===== src/hw/itm_pkg.sv =====
// shared constants and types for instruction timing and decode
package itm_pkg;
  // opcodes
  localparam logic [7:0] OP_NOP       = 8'h00;
  localparam logic [7:0] OP_ALT_NOP   = 8'hA5;
  localparam logic [7:0] OP_LJMP      = 8'h02;
  localparam logic [7:0] OP_LCALL     = 8'h12;
  localparam logic [7:0] OP_JBC       = 8'h10;
  localparam logic [7:0] OP_JB        = 8'h20;
  localparam logic [7:0] OP_JNB       = 8'h30;
  localparam logic [7:0] OP_JC        = 8'h40;
  localparam logic [7:0] OP_JNC       = 8'h50;
  localparam logic [7:0] OP_JZ        = 8'h60;
  localparam logic [7:0] OP_JNZ       = 8'h70;
  localparam logic [7:0] OP_JMP_IND   = 8'h73;
  localparam logic [7:0] OP_SHORT_RELATIVE_JUMP      = 8'h80;
  localparam logic [7:0] OP_CODE_PC   = 8'h83;
  localparam logic [7:0] OP_CODE_DP   = 8'h93;
  localparam logic [7:0] OP_ORL_NBIT  = 8'hA0;
  localparam logic [7:0] OP_ANL_NBIT  = 8'hB0;
  localparam logic [7:0] OP_COMPARE_JUMP_UNEQUAL_AIMM = 8'hB4;
  localparam logic [7:0] OP_COMPARE_JUMP_UNEQUAL_ADIR = 8'hB5;
  localparam logic [7:0] OP_PUSH      = 8'hC0;
  localparam logic [7:0] OP_POP       = 8'hD0;
  localparam logic [7:0] OP_DECREMENT_JUMP_NONZERO_DIR  = 8'hD5;
  localparam logic [7:0] OP_XMOV_RDDP = 8'hE0;
  localparam logic [7:0] OP_XMOV_WRDP = 8'hF0;
  // opcode groups by upper bits; page groups by low five bits, indirect form by bits 3:1
  localparam logic [4:0] PAGE_JMP_LOW  = 5'h01;
  localparam logic [4:0] PAGE_CALL_LOW = 5'h11;
  localparam logic [6:0] COMPARE_JUMP_UNEQUAL_IND_HI   = 7'h5B;
  localparam logic [4:0] COMPARE_JUMP_UNEQUAL_REG_HI   = 5'h17;
  localparam logic [4:0] DECREMENT_JUMP_NONZERO_REG_HI   = 5'h1B;
  localparam logic [6:0] NIBBLE_EXCHANGE_HI       = 7'h6B;
  localparam logic [6:0] XMOV_RDRI_HI  = 7'h71;
  localparam logic [6:0] XMOV_WRRI_HI  = 7'h79;
  localparam logic [2:0] IND_FORM      = 3'h3;
  // lengths in bytes
  localparam logic [1:0] LEN_ONE   = 2'h1;
  localparam logic [1:0] LEN_TWO   = 2'h2;
  localparam logic [1:0] LEN_THREE = 2'h3;
  // cycle counts
  localparam logic [2:0] CYC_NOP        = 3'h1;
  localparam logic [2:0] CYC_XMOVE      = 3'h3;
  localparam logic [2:0] CYC_CODE       = 3'h3;
  localparam logic [2:0] CYC_SHORT_COND = 3'h2;
  localparam logic [2:0] CYC_BIT_COND   = 3'h3;
  localparam logic [2:0] CYC_COMPARE_JUMP_UNEQUAL       = 3'h3;
  localparam logic [2:0] CYC_COMPARE_JUMP_UNEQUAL_IND   = 3'h4;
  localparam logic [2:0] CYC_SHORT_RELATIVE_JUMP       = 3'h3;
  localparam logic [2:0] CYC_JMP_IND    = 3'h3;
  localparam logic [2:0] CYC_DECREMENT_JUMP_NONZERO_REG   = 3'h2;
  localparam logic [2:0] CYC_DECREMENT_JUMP_NONZERO_DIR   = 3'h3;
  localparam logic [2:0] CYC_NIBBLE_EXCHANGE       = 3'h2;
  localparam logic [2:0] CYC_STACK      = 3'h2;
  localparam logic [2:0] CYC_CARRY      = 3'h2;
  localparam logic [2:0] CYC_PAGE       = 3'h3;
  localparam logic [2:0] CYC_LONG       = 3'h4;
  // address map
  localparam logic [7:0]  GPR_TOP      = 8'h1F;
  localparam logic [7:0]  BIT_BASE     = 8'h20;
  localparam logic [7:0]  BIT_TOP      = 8'h2F;
  localparam logic [7:0]  RAM_LOW_TOP  = 8'h7F;
  localparam logic [15:0] FLASH_TOP    = 16'h1DFF;
  localparam int          EXTERNAL_RAM_BITS    = 9;
  localparam int          BANK_LSB     = 3;
  localparam int          STORE_WE_BIT = 0;
  localparam logic [7:0]  DECREMENT_JUMP_NONZERO_LAST    = 8'h01;

  typedef enum logic [2:0] {REG_BANK, BIT_AREA, LOW_RAM, UPPER_RAM, SPECIAL} itm_region_e;
  typedef enum logic [2:0] {TGT_SEQ, TGT_REL, TGT_PAGE, TGT_IND, TGT_LONG} itm_target_e;
endpackage


===== src/hw/itm_addr_decode.sv =====
// address space decoder for data, bit, external and program spaces
`timescale 1ns/1ps
`default_nettype none
module itm_addr_decode #(
  parameter logic [15:0] FLASH_LAST = itm_pkg::FLASH_TOP
)(
  input  wire logic [7:0]                   dataAddr,
  input  wire logic                         indirect,
  input  wire logic [7:0]                   bitAddr,
  input  wire logic [15:0]                  xAddr,
  input  wire logic [15:0]                  progAddr,
  output itm_pkg::itm_region_e              region,
  output logic [7:0]                        bitByte,
  output logic [2:0]                        bitPos,
  output logic [itm_pkg::EXTERNAL_RAM_BITS-1:0]     xramIndex,
  output logic                              progOk
);
  always_comb begin
    if (dataAddr > itm_pkg::RAM_LOW_TOP) begin
      region = indirect ? itm_pkg::UPPER_RAM : itm_pkg::SPECIAL;
    end else if (dataAddr <= itm_pkg::GPR_TOP) begin
      region = itm_pkg::REG_BANK;
    end else if (dataAddr <= itm_pkg::BIT_TOP) begin
      region = itm_pkg::BIT_AREA;
    end else begin
      region = itm_pkg::LOW_RAM;
    end
  end

  // low bit addresses land in the bit area, high ones in aligned special bytes
  always_comb begin
    bitPos = bitAddr[2:0];
    if (bitAddr[7]) begin
      bitByte = {bitAddr[7:3], 3'h0};
    end else begin
      bitByte = itm_pkg::BIT_BASE + {4'h0, bitAddr[6:3]};
    end
  end

  assign xramIndex = xAddr[itm_pkg::EXTERNAL_RAM_BITS-1:0];
  assign progOk    = (progAddr <= FLASH_LAST);
endmodule
`default_nettype wire


===== src/hw/itm_core_timing.sv =====
// instruction timing sequencer and operand decode for the core
// Notes on behaviour
// - external data moves: one byte, three cycles
// - code byte read: one byte, three cycles
// - carry and zero jumps: two bytes, 2/3
// - bit jumps 3/4; clear variant clears set bit
// - compare indirect and jump: 4/5 cycles
// - compare with accumulator and jump: 3/4 cycles
// - short relative jump: two bytes, three cycles
// - indirect jump to accumulator plus pointer, 3
// - decrement and jump: 2/3, direct form 3/4
// - nibble exchange swaps low nibbles only, 2
// - push and pop: two bytes, two cycles
// - inverted bit carry logic, source untouched, 2
// - relative target: next address plus signed offset
// - page target keeps page of next address
// - direct below 0x80 RAM, above special space
// - opcode 0xA5 behaves as no operation
// - program flash spans 0x0000 to 0x1DFF
// - store enable redirects external writes to flash
// - 0x00-0x1F are four banks of eight
// - 0x20-0x2F are also 128 bits
// - indirect above 0x7F reaches upper RAM
// - external RAM mirrors every 512 bytes
// - untaken branch finishes one cycle sooner
// - status word bits 4:3 select bank
`timescale 1ns/1ps
`default_nettype none
module itm_core_timing #(
  parameter logic [15:0] FLASH_LAST = itm_pkg::FLASH_TOP
)(
  input  wire logic                     core_clk,
  input  wire logic                     srst,
  input  wire logic                     instValid,
  output logic                          instReady,
  input  wire logic [15:0]              instAddr,
  input  wire logic [7:0]               opcode,
  input  wire logic [7:0]               operandA,
  input  wire logic [7:0]               operandB,
  input  wire logic [7:0]               accValue,
  input  wire logic [15:0]              dataPointer,
  input  wire logic                     carryFlag,
  input  wire logic                     bitValue,
  input  wire logic [7:0]               srcValue,
  input  wire logic [7:0]               ptrValue,
  input  wire logic [7:0]               statusWord,
  input  wire logic [7:0]               storeCtrl,
  input  wire logic [7:0]               codeData,
  output logic                          instDone,
  output logic [15:0]                   nextPc,
  output logic [2:0]                    cycleCount,
  output logic [1:0]                    instLength,
  output logic                          branchTaken,
  output logic [7:0]                    accResult,
  output logic [7:0]                    ramResult,
  output logic                          carryResult,
  output logic                          bitClear,
  output logic [15:0]                   codeAddr,
  output logic [15:0]                   xAddr,
  output logic                          xWrite,
  output logic                          xToProgram,
  output logic [itm_pkg::EXTERNAL_RAM_BITS-1:0] xramIndex,
  output itm_pkg::itm_region_e          dataRegion,
  output logic [7:0]                    dataAddr,
  output logic [7:0]                    bitByte,
  output logic [2:0]                    bitPos,
  output logic                          progInRange
);
  logic [1:0]  decLen;
  logic [2:0]  decBase;
  logic        decIsCond;
  logic        decCond;
  logic [7:0]  decRel;
  logic        isX;
  logic        isXw;
  logic        isCode;
  logic        isXchd;
  logic        isCarry;
  logic        isJbc;
  logic        accZero;
  logic        acceptGo;
  itm_pkg::itm_target_e decTgt;
  logic [2:0]  cntReg;
  logic [2:0]  cntNext;

  assign accZero   = (accValue == 8'h00);
  // ready in the finishing cycle so a new instruction follows back to back
  assign instReady = (cntReg <= 3'h1);
  // done stands in the last cycle of the instruction
  assign instDone  = (cntReg == 3'h1);
  assign acceptGo  = instValid && instReady;

  // opcode class, length, base cycles and branch condition
  always_comb begin
    decLen    = itm_pkg::LEN_ONE;
    decBase   = itm_pkg::CYC_NOP;
    decIsCond = 1'b0;
    decCond   = 1'b0;
    decTgt    = itm_pkg::TGT_SEQ;
    decRel    = operandA;
    isX       = 1'b0;
    isXw      = 1'b0;
    isCode    = 1'b0;
    isXchd    = 1'b0;
    isCarry   = 1'b0;
    isJbc     = 1'b0;
    case (opcode)
      itm_pkg::OP_JC, itm_pkg::OP_JNC, itm_pkg::OP_JZ, itm_pkg::OP_JNZ: begin
        decLen    = itm_pkg::LEN_TWO;
        decBase   = itm_pkg::CYC_SHORT_COND;
        decIsCond = 1'b1;
        decTgt    = itm_pkg::TGT_REL;
        if (opcode == itm_pkg::OP_JC) begin
          decCond = carryFlag;
        end else if (opcode == itm_pkg::OP_JNC) begin
          decCond = !carryFlag;
        end else if (opcode == itm_pkg::OP_JZ) begin
          decCond = accZero;
        end else begin
          decCond = !accZero;
        end
      end
      itm_pkg::OP_JB, itm_pkg::OP_JNB, itm_pkg::OP_JBC: begin
        decLen    = itm_pkg::LEN_THREE;
        decBase   = itm_pkg::CYC_BIT_COND;
        decIsCond = 1'b1;
        decTgt    = itm_pkg::TGT_REL;
        decRel    = operandB;
        decCond   = (opcode == itm_pkg::OP_JNB) ? !bitValue : bitValue;
        isJbc     = (opcode == itm_pkg::OP_JBC);
      end
      itm_pkg::OP_COMPARE_JUMP_UNEQUAL_AIMM, itm_pkg::OP_COMPARE_JUMP_UNEQUAL_ADIR: begin
        decLen    = itm_pkg::LEN_THREE;
        decBase   = itm_pkg::CYC_COMPARE_JUMP_UNEQUAL;
        decIsCond = 1'b1;
        decTgt    = itm_pkg::TGT_REL;
        decRel    = operandB;
        if (opcode == itm_pkg::OP_COMPARE_JUMP_UNEQUAL_AIMM) begin
          decCond = (accValue != operandA);
        end else begin
          decCond = (accValue != srcValue);
        end
      end
      itm_pkg::OP_SHORT_RELATIVE_JUMP: begin
        decLen  = itm_pkg::LEN_TWO;
        decBase = itm_pkg::CYC_SHORT_RELATIVE_JUMP;
        decTgt  = itm_pkg::TGT_REL;
      end
      itm_pkg::OP_JMP_IND: begin
        decBase = itm_pkg::CYC_JMP_IND;
        decTgt  = itm_pkg::TGT_IND;
      end
      itm_pkg::OP_DECREMENT_JUMP_NONZERO_DIR: begin
        decLen    = itm_pkg::LEN_THREE;
        decBase   = itm_pkg::CYC_DECREMENT_JUMP_NONZERO_DIR;
        decIsCond = 1'b1;
        decTgt    = itm_pkg::TGT_REL;
        decRel    = operandB;
        decCond   = (srcValue != itm_pkg::DECREMENT_JUMP_NONZERO_LAST);
      end
      itm_pkg::OP_LJMP, itm_pkg::OP_LCALL: begin
        decLen  = itm_pkg::LEN_THREE;
        decBase = itm_pkg::CYC_LONG;
        decTgt  = itm_pkg::TGT_LONG;
      end
      itm_pkg::OP_CODE_DP, itm_pkg::OP_CODE_PC: begin
        decBase = itm_pkg::CYC_CODE;
        isCode  = 1'b1;
      end
      itm_pkg::OP_XMOV_RDDP, itm_pkg::OP_XMOV_WRDP: begin
        decBase = itm_pkg::CYC_XMOVE;
        isX     = 1'b1;
        isXw    = (opcode == itm_pkg::OP_XMOV_WRDP);
      end
      itm_pkg::OP_PUSH, itm_pkg::OP_POP: begin
        decLen  = itm_pkg::LEN_TWO;
        decBase = itm_pkg::CYC_STACK;
      end
      itm_pkg::OP_ANL_NBIT, itm_pkg::OP_ORL_NBIT: begin
        decLen  = itm_pkg::LEN_TWO;
        decBase = itm_pkg::CYC_CARRY;
        isCarry = 1'b1;
      end
      default: begin
        if (opcode[4:0] == itm_pkg::PAGE_JMP_LOW || opcode[4:0] == itm_pkg::PAGE_CALL_LOW) begin
          decLen  = itm_pkg::LEN_TWO;
          decBase = itm_pkg::CYC_PAGE;
          decTgt  = itm_pkg::TGT_PAGE;
        end else if (opcode[7:1] == itm_pkg::COMPARE_JUMP_UNEQUAL_IND_HI) begin
          decLen    = itm_pkg::LEN_THREE;
          decBase   = itm_pkg::CYC_COMPARE_JUMP_UNEQUAL_IND;
          decIsCond = 1'b1;
          decTgt    = itm_pkg::TGT_REL;
          decRel    = operandB;
          decCond   = (srcValue != operandA);
        end else if (opcode[7:3] == itm_pkg::COMPARE_JUMP_UNEQUAL_REG_HI) begin
          decLen    = itm_pkg::LEN_THREE;
          decBase   = itm_pkg::CYC_COMPARE_JUMP_UNEQUAL;
          decIsCond = 1'b1;
          decTgt    = itm_pkg::TGT_REL;
          decRel    = operandB;
          decCond   = (srcValue != operandA);
        end else if (opcode[7:3] == itm_pkg::DECREMENT_JUMP_NONZERO_REG_HI) begin
          decLen    = itm_pkg::LEN_TWO;
          decBase   = itm_pkg::CYC_DECREMENT_JUMP_NONZERO_REG;
          decIsCond = 1'b1;
          decTgt    = itm_pkg::TGT_REL;
          decCond   = (srcValue != itm_pkg::DECREMENT_JUMP_NONZERO_LAST);
        end else if (opcode[7:1] == itm_pkg::NIBBLE_EXCHANGE_HI) begin
          decBase = itm_pkg::CYC_NIBBLE_EXCHANGE;
          isXchd  = 1'b1;
        end else if (opcode[7:1] == itm_pkg::XMOV_RDRI_HI
                     || opcode[7:1] == itm_pkg::XMOV_WRRI_HI) begin
          decBase = itm_pkg::CYC_XMOVE;
          isX     = 1'b1;
          isXw    = (opcode[7:1] == itm_pkg::XMOV_WRRI_HI);
        end
      end
    endcase
  end

  // branch targets and operand addresses
  logic [15:0] seqC;
  logic [15:0] tgtC;
  logic [15:0] indC;
  logic        takenC;
  logic        indForm;
  logic [7:0]  daC;
  logic [15:0] xaC;
  logic [1:0]  bank;

  assign bank    = statusWord[itm_pkg::BANK_LSB+1:itm_pkg::BANK_LSB];
  assign indForm = (opcode[3:1] == itm_pkg::IND_FORM);
  assign seqC    = instAddr + {14'h0, decLen};
  assign indC    = dataPointer + {8'h00, accValue};
  assign takenC  = (decTgt != itm_pkg::TGT_SEQ) && (!decIsCond || decCond);
  assign xaC     = opcode[1] ? {8'h00, ptrValue} : dataPointer;

  always_comb begin
    case (decTgt)
      itm_pkg::TGT_REL:  tgtC = seqC + {{8{decRel[7]}}, decRel};
      itm_pkg::TGT_PAGE: tgtC = {seqC[15:11], opcode[7:5], operandA};
      itm_pkg::TGT_IND:  tgtC = indC;
      itm_pkg::TGT_LONG: tgtC = {operandA, operandB};
      default:           tgtC = seqC;
    endcase
    if (opcode[3]) begin
      daC = {3'h0, bank, opcode[2:0]};
    end else if (indForm) begin
      daC = ptrValue;
    end else begin
      daC = operandA;
    end
  end

  itm_pkg::itm_region_e       regionC;
  logic [7:0]                 bitByteC;
  logic [2:0]                 bitPosC;
  logic [itm_pkg::EXTERNAL_RAM_BITS-1:0] xramC;
  logic                       progOkC;

  itm_addr_decode #(.FLASH_LAST(FLASH_LAST)) uDecode (
    .dataAddr  (daC),
    .indirect  (indForm),
    .bitAddr   (operandA),
    .xAddr     (xaC),
    .progAddr  (takenC ? tgtC : seqC),
    .region    (regionC),
    .bitByte   (bitByteC),
    .bitPos    (bitPosC),
    .xramIndex (xramC),
    .progOk    (progOkC)
  );

  // sequencer state
  logic       codeRdReg;
  logic       codeRdNext;

  always_comb begin
    cntNext    = cntReg;
    codeRdNext = codeRdReg;
    if (cntReg != 3'h0) begin
      cntNext  = cntReg - 3'h1;
    end
    if (acceptGo) begin
      cntNext    = decBase + {2'h0, decIsCond && decCond};
      codeRdNext = isCode;
    end
  end

  always_ff @(posedge core_clk) begin
    if (srst) begin
      cntReg    <= 3'h0;
      codeRdReg <= 1'b0;
    end else begin
      cntReg    <= cntNext;
      codeRdReg <= codeRdNext;
    end
  end

  // result registers loaded at acceptance, code byte loaded in the last cycle
  logic [7:0] accNext;
  logic [7:0] ramNext;
  logic       carryNext;

  always_comb begin
    accNext   = accResult;
    ramNext   = ramResult;
    carryNext = carryResult;
    if (cntReg == 3'h1 && codeRdReg) begin
      accNext = codeData;
    end
    if (acceptGo && isXchd) begin
      accNext = {accValue[7:4], srcValue[3:0]};
      ramNext = {srcValue[7:4], accValue[3:0]};
    end
    if (acceptGo && isCarry) begin
      carryNext = (opcode == itm_pkg::OP_ANL_NBIT) ? (carryFlag & ~bitValue)
                                                  : (carryFlag | ~bitValue);
    end
  end

  always_ff @(posedge core_clk) begin
    if (srst) begin
      accResult   <= 8'h00;
      ramResult   <= 8'h00;
      carryResult <= 1'b0;
      nextPc      <= 16'h0000;
      cycleCount  <= 3'h0;
      instLength  <= 2'h0;
      branchTaken <= 1'b0;
      bitClear    <= 1'b0;
      codeAddr    <= 16'h0000;
      xAddr       <= 16'h0000;
      xWrite      <= 1'b0;
      xToProgram  <= 1'b0;
      xramIndex   <= '0;
      dataRegion  <= itm_pkg::REG_BANK;
      dataAddr    <= 8'h00;
      bitByte     <= 8'h00;
      bitPos      <= 3'h0;
      progInRange <= 1'b1;
    end else begin
      accResult   <= accNext;
      ramResult   <= ramNext;
      carryResult <= carryNext;
      if (acceptGo) begin
        nextPc      <= takenC ? tgtC : seqC;
        cycleCount  <= cntNext;
        instLength  <= decLen;
        branchTaken <= takenC;
        bitClear    <= isJbc && bitValue;
        codeAddr    <= (opcode == itm_pkg::OP_CODE_PC) ? seqC + {8'h00, accValue} : indC;
        xAddr       <= xaC;
        xWrite      <= isXw;
        xToProgram  <= isXw && storeCtrl[itm_pkg::STORE_WE_BIT];
        xramIndex   <= xramC;
        dataRegion  <= regionC;
        dataAddr    <= daC;
        bitByte     <= bitByteC;
        bitPos      <= bitPosC;
        progInRange <= progOkC;
      end
    end
  end
endmodule
`default_nettype wire


===== config.mk =====
export PLATFORM = sky130hd
export DESIGN_NAME = itm_core_timing
export DESIGN_NICKNAME = d
export VERILOG_FILES = /design/src/hw/itm_pkg.sv /design/src/hw/itm_addr_decode.sv /design/src/hw/itm_core_timing.sv
export SDC_FILE = /design/constraint.sdc
export NUM_CORES = 1
export LEC_CHECK = 0
export ABC_CLOCK_PERIOD_IN_PS = 5200
export BUFFER_PORTS_ARGS = -buffer_cell sky130_fd_sc_hd__buf_2
export CAP_MARGIN = 20
export CORE_MARGIN = 2
export CORE_UTILIZATION = 48
export CTS_CLUSTER_SIZE = 30
export DETAILED_ROUTE_END_ITERATION = 6
export PLACE_DENSITY_LB_ADDON = 0.05
export SLEW_MARGIN = 0
export SYNTH_ARGS = -nofsm -noshare
export SYNTH_HDL_FRONTEND = slang
export SYNTH_SLANG_ARGS = --single-unit

===== constraint.sdc =====
create_clock -name core_clk -period 5.2 [get_ports core_clk]
set_input_delay 0.52 -clock core_clk [delete_from_list [all_inputs] [get_ports core_clk]]
set_output_delay 0.52 -clock core_clk [all_outputs]
set_load 0.03 [all_outputs]

; ---- After elaboration in Yosys (flattened, before gate mapping)
; Index checks and enable logic that the tools add are counted.
; Widths: inputs -> output; s select.
[totals]
in_bits = 109
regBits = 110
wordCells = 182
[classes]
bitwise = 3
n_addsub = 7
n_lt_le_gt_ge = 5
n_mux = 68
n_eq_ne = 40
reduce_logical = 39
[op_table]
columns = op, count
row1 = $eq 8x8->1 const B, 12
row2 = $mux 8, 8
row3 = $pmux 16 s4, 1
row4 = $mux 16, 3
row5 = $eq 8x7->1 const B, 5
row6 = $add 16x8->16, 2
row7 = $mux 1, 32
row8 = $eq 7x7->1 const B, 4
row9 = $ne 8x8->1, 3
row10 = $reduce_or 12->1, 2
row11 = $reduce_or 8->1, 3
row12 = $reduce_or 22->1, 1
row13 = $mux 3, 7
row14 = $mux 2, 10
row15 = $reduce_or 20->1, 1
row16 = $add 16x16->16, 1
row17 = $add 16x2->16, 1
row18 = $eq 8x5->1 const B, 2
row19 = $eq 8x6->1 const B, 2
row20 = $le 16x13->1 const B, 1
row21 = $pmux 8 s2, 1
row22 = $reduce_or 16->1, 1
row23 = $eq 5x5->1 const B, 3
row24 = $pmux 3 s4, 1
row25 = 34 further kinds, 55

; ---- Logic depth before layout (Yosys ltp)
[depth]
word_depth = 11
ltp_mapped = 25
depth_no_buf = 22

; ---- Hierarchy
; A second synthesis with hierarchy kept.
[hier_totals]
hier_cells = 1089
hier_area_um2 = 8102.8
[by_module_without_submodules]
columns = module, instances, area_per_inst_um2, cells_per_inst
row1 = itm_core_timing, 1, 7888.8, 1061
row2 = itm_addr_decode, 1, 214.0, 28

; ---- Least setup slack after synthesis
; No wires, ideal clock.
[synth_timing]
path_type = input to register
start = input port opcode[1]
end = register nextPc[15]
required_ns = 5.121
stages = 23
path_slack_ns = -0.235
t_arrival_ns = 5.356
path_cell_list = clkbuf_1 inv_1 clkbuf_1 nand2_1 nor2_1 clkbuf_1 a221o_1 nor2_1 ha_1 inv_1 fa_1 nor4_2 xnor2_1 inv_1 ha_1 a211oi_1 o21bai_1 a2111oi_0 o31ai_1 xnor2_1 or3_1 a21o_1 a211oi_2
[synth_between]
elab_chain_cells = 8
word_cells_on_any_way = 71
classes_between = 2 x add/sub / 29 x eq/ne / 22 x mux / 18 x reduce/logical
[synth_lines]
columns = element, line_no
row1 = "start, declared", itm_core_timing.sv:37  ; input wire logic [7:0] opcode,
row2 = "$eq 7x7->1, or another cell as far along", itm_core_timing.sv:189  ; end else if (opcode[7:1] == itm_pkg::COMPARE_JUMP_UNEQUAL_IND_HI) begin
row3 = $mux 2 or $logic_or 1x1->1 (tied branches), "itm_core_timing.sv:189, itm_core_timing.sv:185"
row4 = $mux 2, itm_core_timing.sv:185  ; if (opcode[4:0] == itm_pkg::PAGE_JMP_LOW || opcode[4:0] == itm_pkg::PAGE_CALL_LOW) begin
row5 = $pmux 2 s3 *, itm_core_timing.sv:107  ; case (opcode)
row6 = via decLen[0], itm_core_timing.sv:69  ; logic [1:0] decLen;
row7 = $add 16x2->16 *, itm_core_timing.sv:234  ; assign seqC = instAddr + {14'h0, decLen};
row8 = $add 16x16->16, itm_core_timing.sv:241  ; itm_pkg::TGT_REL: tgtC = seqC + {{8{decRel[7]}}, decRel};
row9 = $pmux 16 s4, itm_core_timing.sv:240  ; case (decTgt)
row10 = $mux 16 *, itm_core_timing.sv:348  ; nextPc <= takenC ? tgtC : seqC;
row11 = "end signal, assigned", itm_core_timing.sv:348
row12 = "end, declared", itm_core_timing.sv:50  ; output logic [15:0] nextPc,
; The timed path passes the listed nets; every way through them passes the cells marked *.
; A chain may end at the register's enable or synchronous reset.

; ---- Worst setup path in the final report
[layout_timing]
start = input port opcode[6]
end = register progInRange
[layout_between]
elab_chain_cells = 11
word_cells_on_any_way = 80
classes_between = 2 x add/sub / 1 x order compare / 29 x eq/ne / 31 x mux / 17 x reduce/logical
[layout_lines]
columns = element, line_no
row1 = $eq 5x5->1, itm_core_timing.sv:203  ; end else if (opcode[7:3] == itm_pkg::DECREMENT_JUMP_NONZERO_REG_HI) begin
row2 = $mux 2, itm_core_timing.sv:203
row3 = $mux 2, itm_core_timing.sv:196  ; end else if (opcode[7:3] == itm_pkg::COMPARE_JUMP_UNEQUAL_REG_HI) begin
row4 = $mux 2, itm_core_timing.sv:189
row5 = $mux 2, itm_core_timing.sv:185
row6 = $pmux 2 s3 *, itm_core_timing.sv:107
row7 = via decLen[0], itm_core_timing.sv:69
row8 = $add 16x2->16 *, itm_core_timing.sv:234
row9 = $add 16x16->16, itm_core_timing.sv:241
row10 = $pmux 16 s4, itm_core_timing.sv:240
row11 = $mux 16 *, itm_core_timing.sv:267  ; .progAddr (takenC ? tgtC : seqC),
row12 = $le 16x13->1 *, itm_addr_decode.sv:41  ; assign progOk = (progAddr <= FLASH_LAST);
row13 = "end signal, assigned", itm_core_timing.sv:362  ; progInRange <= progOkC;
row14 = "end, declared", itm_core_timing.sv:67  ; output logic progInRange
; Marked as above.

==> flow_summary.yaml <==
floorplanning:
  pin_count: 217
  die_w_um: 129.0
  die-area_mm2: 0.01665
  num_rows: 45
  start_util_pct: 49.17
  core_mm2: 0.01526
  die_h_um: 129.0
timing:
  drv_slew: 0
  finalSetupViolCount: 0
  fin_setup_tns_ns: 0
  fin_crit_sh_pct: 93.49
  hold_viol_final: 0
  rsz0062_at_grt: "false"
  fmax_mhz: 205.7
  relSlewSlack_pct: 29.49
  fin_crit_ns: 4.861
  worst_pin_slew_ns: 1.054
  final.setup_skew_ns: 0.008685
logic_synthesis:
  syn_avg_cell_area_um2: 7.616
  synth_edf_count: 0
  synth_ff_type: "dfxtp_1"
  ys.warnings.count: 0
  mappedNetlistArea_mm2: 0.007502
  yosysTopAreaCellShare_pct: 26.95
  syn_inst: 985
  ys_ff_latch: 101
  synthTopCellsByArea: "dfxtp_1 27%, a21oi_1 6.7%, nand2_1 6.5%"
  synth.net_count: 1136
  synth_cell_types: 71
  yosysTopAreaCell: "dfxtp_1"
  async_flop_share_pct: 0
  yosysSeqAreaShare_pct: 26.95
critical_path:
  critPathKind: "in2reg"
  r2r_slack_ns: 2.54
  cp_max_fo: 17
  cpMostUsedCell: "buf_4"
  path_cells: "buf_2, buf_4, nor4b_1, a221o_1, nor2_1, ha_1, inv_1, fa_1, nor4_4, xnor2_1, inv_1, ha_1, a211oi_1, o21bai_1, buf_4, a21oi_1, nor3b_1, o21ai_0, o2111ai_1, a22oi_1, nor4_1, buf_4, o31ai_2"
  crit_required_ns: 5.48
  endpoint_kind: "flop"
  slowest_stage: "fa_1"
  r2r_end: "progInRange"
  cp_data_arrival_time_ns: 5.14
  timing.rr.start: "cntReg[1]"
  start_kind: "input pin"
  rr_worst_depth: 10
  max_stage_delay_ns: 0.43
worst_hold_path:
  min_path_type: "in2reg"
  worstHoldStart: "storeCtrl[0]"
  min_path_cells: 3
  whs_endpoint: "xToProgram"
global_routing:
  grt_remaining_overflow: 0
  grt_start_max_net_pins: 103
  grt_pass1_vias: 7067
  track_usage_pct: 30.00
  grt_antenna_before_repair: 0
  grt_pass1_wl_um: 38670
clocking:
  cts-buffers-inserted: 9
  post_cts_buffers: 0
  clk_pin_slew_ns: 0.08
  cts_htree_levels: 3
  cts_hold_buf: 0
  cts_tree: "built"
  ctsResizeCount: 0
  cts.root.buffer_cell: "clkbuf_16"
  clkLatencyLatePin_ns: 0.36
  clkSinkCount: 101
  clockBufferDepth: 2
finish:
  postLayoutCoreUtil_pct: 60.26
  fin_area_mm2: 0.009195
  fin_cells: 1392
  diodes: 0
  drive_gt1_share_pct: 25.40
  syn_to_final_growth_pct: 22.57
  fin_nets: 1327
detailed_routing:
  dr_total_vias: 8051
  drcViolationCount: 0
  firstDrtPassIters: 5
  viasPerCell: 5.784
  drt_iter0_markers: 650
  postRouteAntennaNets: 0
  wl_per_cell_um: 18.27
  routed_wl_um: 25430
place:
  dp.cells: 1375
  gp_congestion: 0.9108
  hpwl_um: 18980
  io_buffer_count: 203
  place_area_mm2: 0.008877
power:
  p_per_area_mw_per_mm2: 360.4
  total_power_w: 0.003314
  p_leak_nw: 4.050
  ir_drop_v: 0.0002888
flow_run:
  maxCapViolations: 0
run_status:
  outcome: "finished, final reports clean"
[cell usage in the layout (no fill, tap or decap), types with 19 or more instances in the layout]
master / synthesis / layout
nor3_1: 20 / 19
xnor2_1: 31 / 31
a21oi_1: 101 / 101
xor2_1: 46 / 46
inv_1: 19 / 19
a211oi_1: 27 / 27
dfxtp_1: 101 / 101
buf_4: 10 / 57
nand3_1: 31 / 31
nand2_1: 130 / 129
ha_1: 38 / 38
nor2_1: 100 / 100
o21ai_0: 28 / 28
buf_2: 6 / 202
[final cells by class]
cell class                 instances  area (um^2)
fill                            1492         6063
multi-input combinational        785         5086
sequential                       101         2022
timing repair buffer             260         1466
tap                              211        264.0
clock buffer                      10        229.0
inverter                          19        71.32
clock inverter                     6        56.30
[state kept, by name (all words and copies together), names as in the netlist, 2 cells and up]
register and cells:
cntReg 3, dataAddr 8, codeAddr 16, bitByte 8, xAddr 16, nextPc 16, ramResult 8, accResult 8
instLength 2, dataRegion 3, bitPos 3, cycleCount 3
[stage by stage]
step | setup slack (ns) | hold WS (ns)
global route | 0.07463 | 0.4411
global placement | 0.07882 | 0.4364
finish | 0.3387 | 0.3984
detailed placement | -0.04427 | 0.4407
CTS | 0.3339 | 0.3969
floorplan | 0.05137 | 0.5492
[cells by family after synthesis]
family / after synthesis / share of synthesized area (%)
AO/OA/AOI/OAI: 268 / 23.65
XOR/XNOR: 77 / 8.989
adder cells (fa/ha/maj): 43 / 7.538
buffers and inverters: 99 / 5.654
flip-flops: 101 / 26.95
multiplexers: 27 / 3.819
AND/OR/NAND/NOR: 370 / 23.40
[layer usage]
metal / global-route usage, % / part of all wire [%] / up-vias
li1: - / - / 3947
met1: 43.77 / 46 / 3690
met2: 45.28 / 43 / 367
met3: 4.335 / 9.3 / 47
met4: 10.42 / 2.3 / 0
met5: 0 / 0 / -
[synth_stat cells (10+ instances only)]
library cell	count
ha_1	38
a211oi_1	27
o21ai_0	28
a21o_1	14
nand4_1	10
clkbuf_1	58
xor2_1	46
nand3_1	31
nand2_1	130
a21oi_1	101
inv_1	19
a311oi_1	17
and3_1	13
dfxtp_1	101
xnor2_1	31
buf_4	10
mux2i_1	17
o211ai_1	17
nor3_1	20
nor2_1	100
nor4_1	11
[how the worst max path moves through the flow]
stage,start,endpoint,slack [ns],cells after the start
detailed placement,opcode[7],progInRange,-0.04,24
CTS,opcode[7],progInRange,0.33,24
global placement,opcode[7],nextPc[15],0.08,21
floorplan,opcode[6],nextPc[15],0.05,19
finish,opcode[6],progInRange,0.34,23
global route,opcode[6],progInRange,0.07,23
[critical path: cells and delay by family]
kind / cells / cell delay (ns)
AO/OA/AOI/OAI: 8 / 1.81
adder cells (fa/ha/maj): 3 / 0.97
AND/OR/NAND/NOR: 5 / 0.84
buffers and inverters: 6 / 0.77
XOR/XNOR: 1 / 0.22
[report_power, final]
group / switching, W / internal [W] / total, W / leakage, nW
combinational: 0.00111 / 0.000524 / 0.00163 / 3.09
clock: 0.000332 / 0.000335 / 0.000667 / 0.137
sequential: 0.0000840 / 0.000929 / 0.00101 / 0.826
total: 0.00153 / 0.00179 / 0.00331 / 4.05
Note: power is estimated with default switching activity, not from simulation.
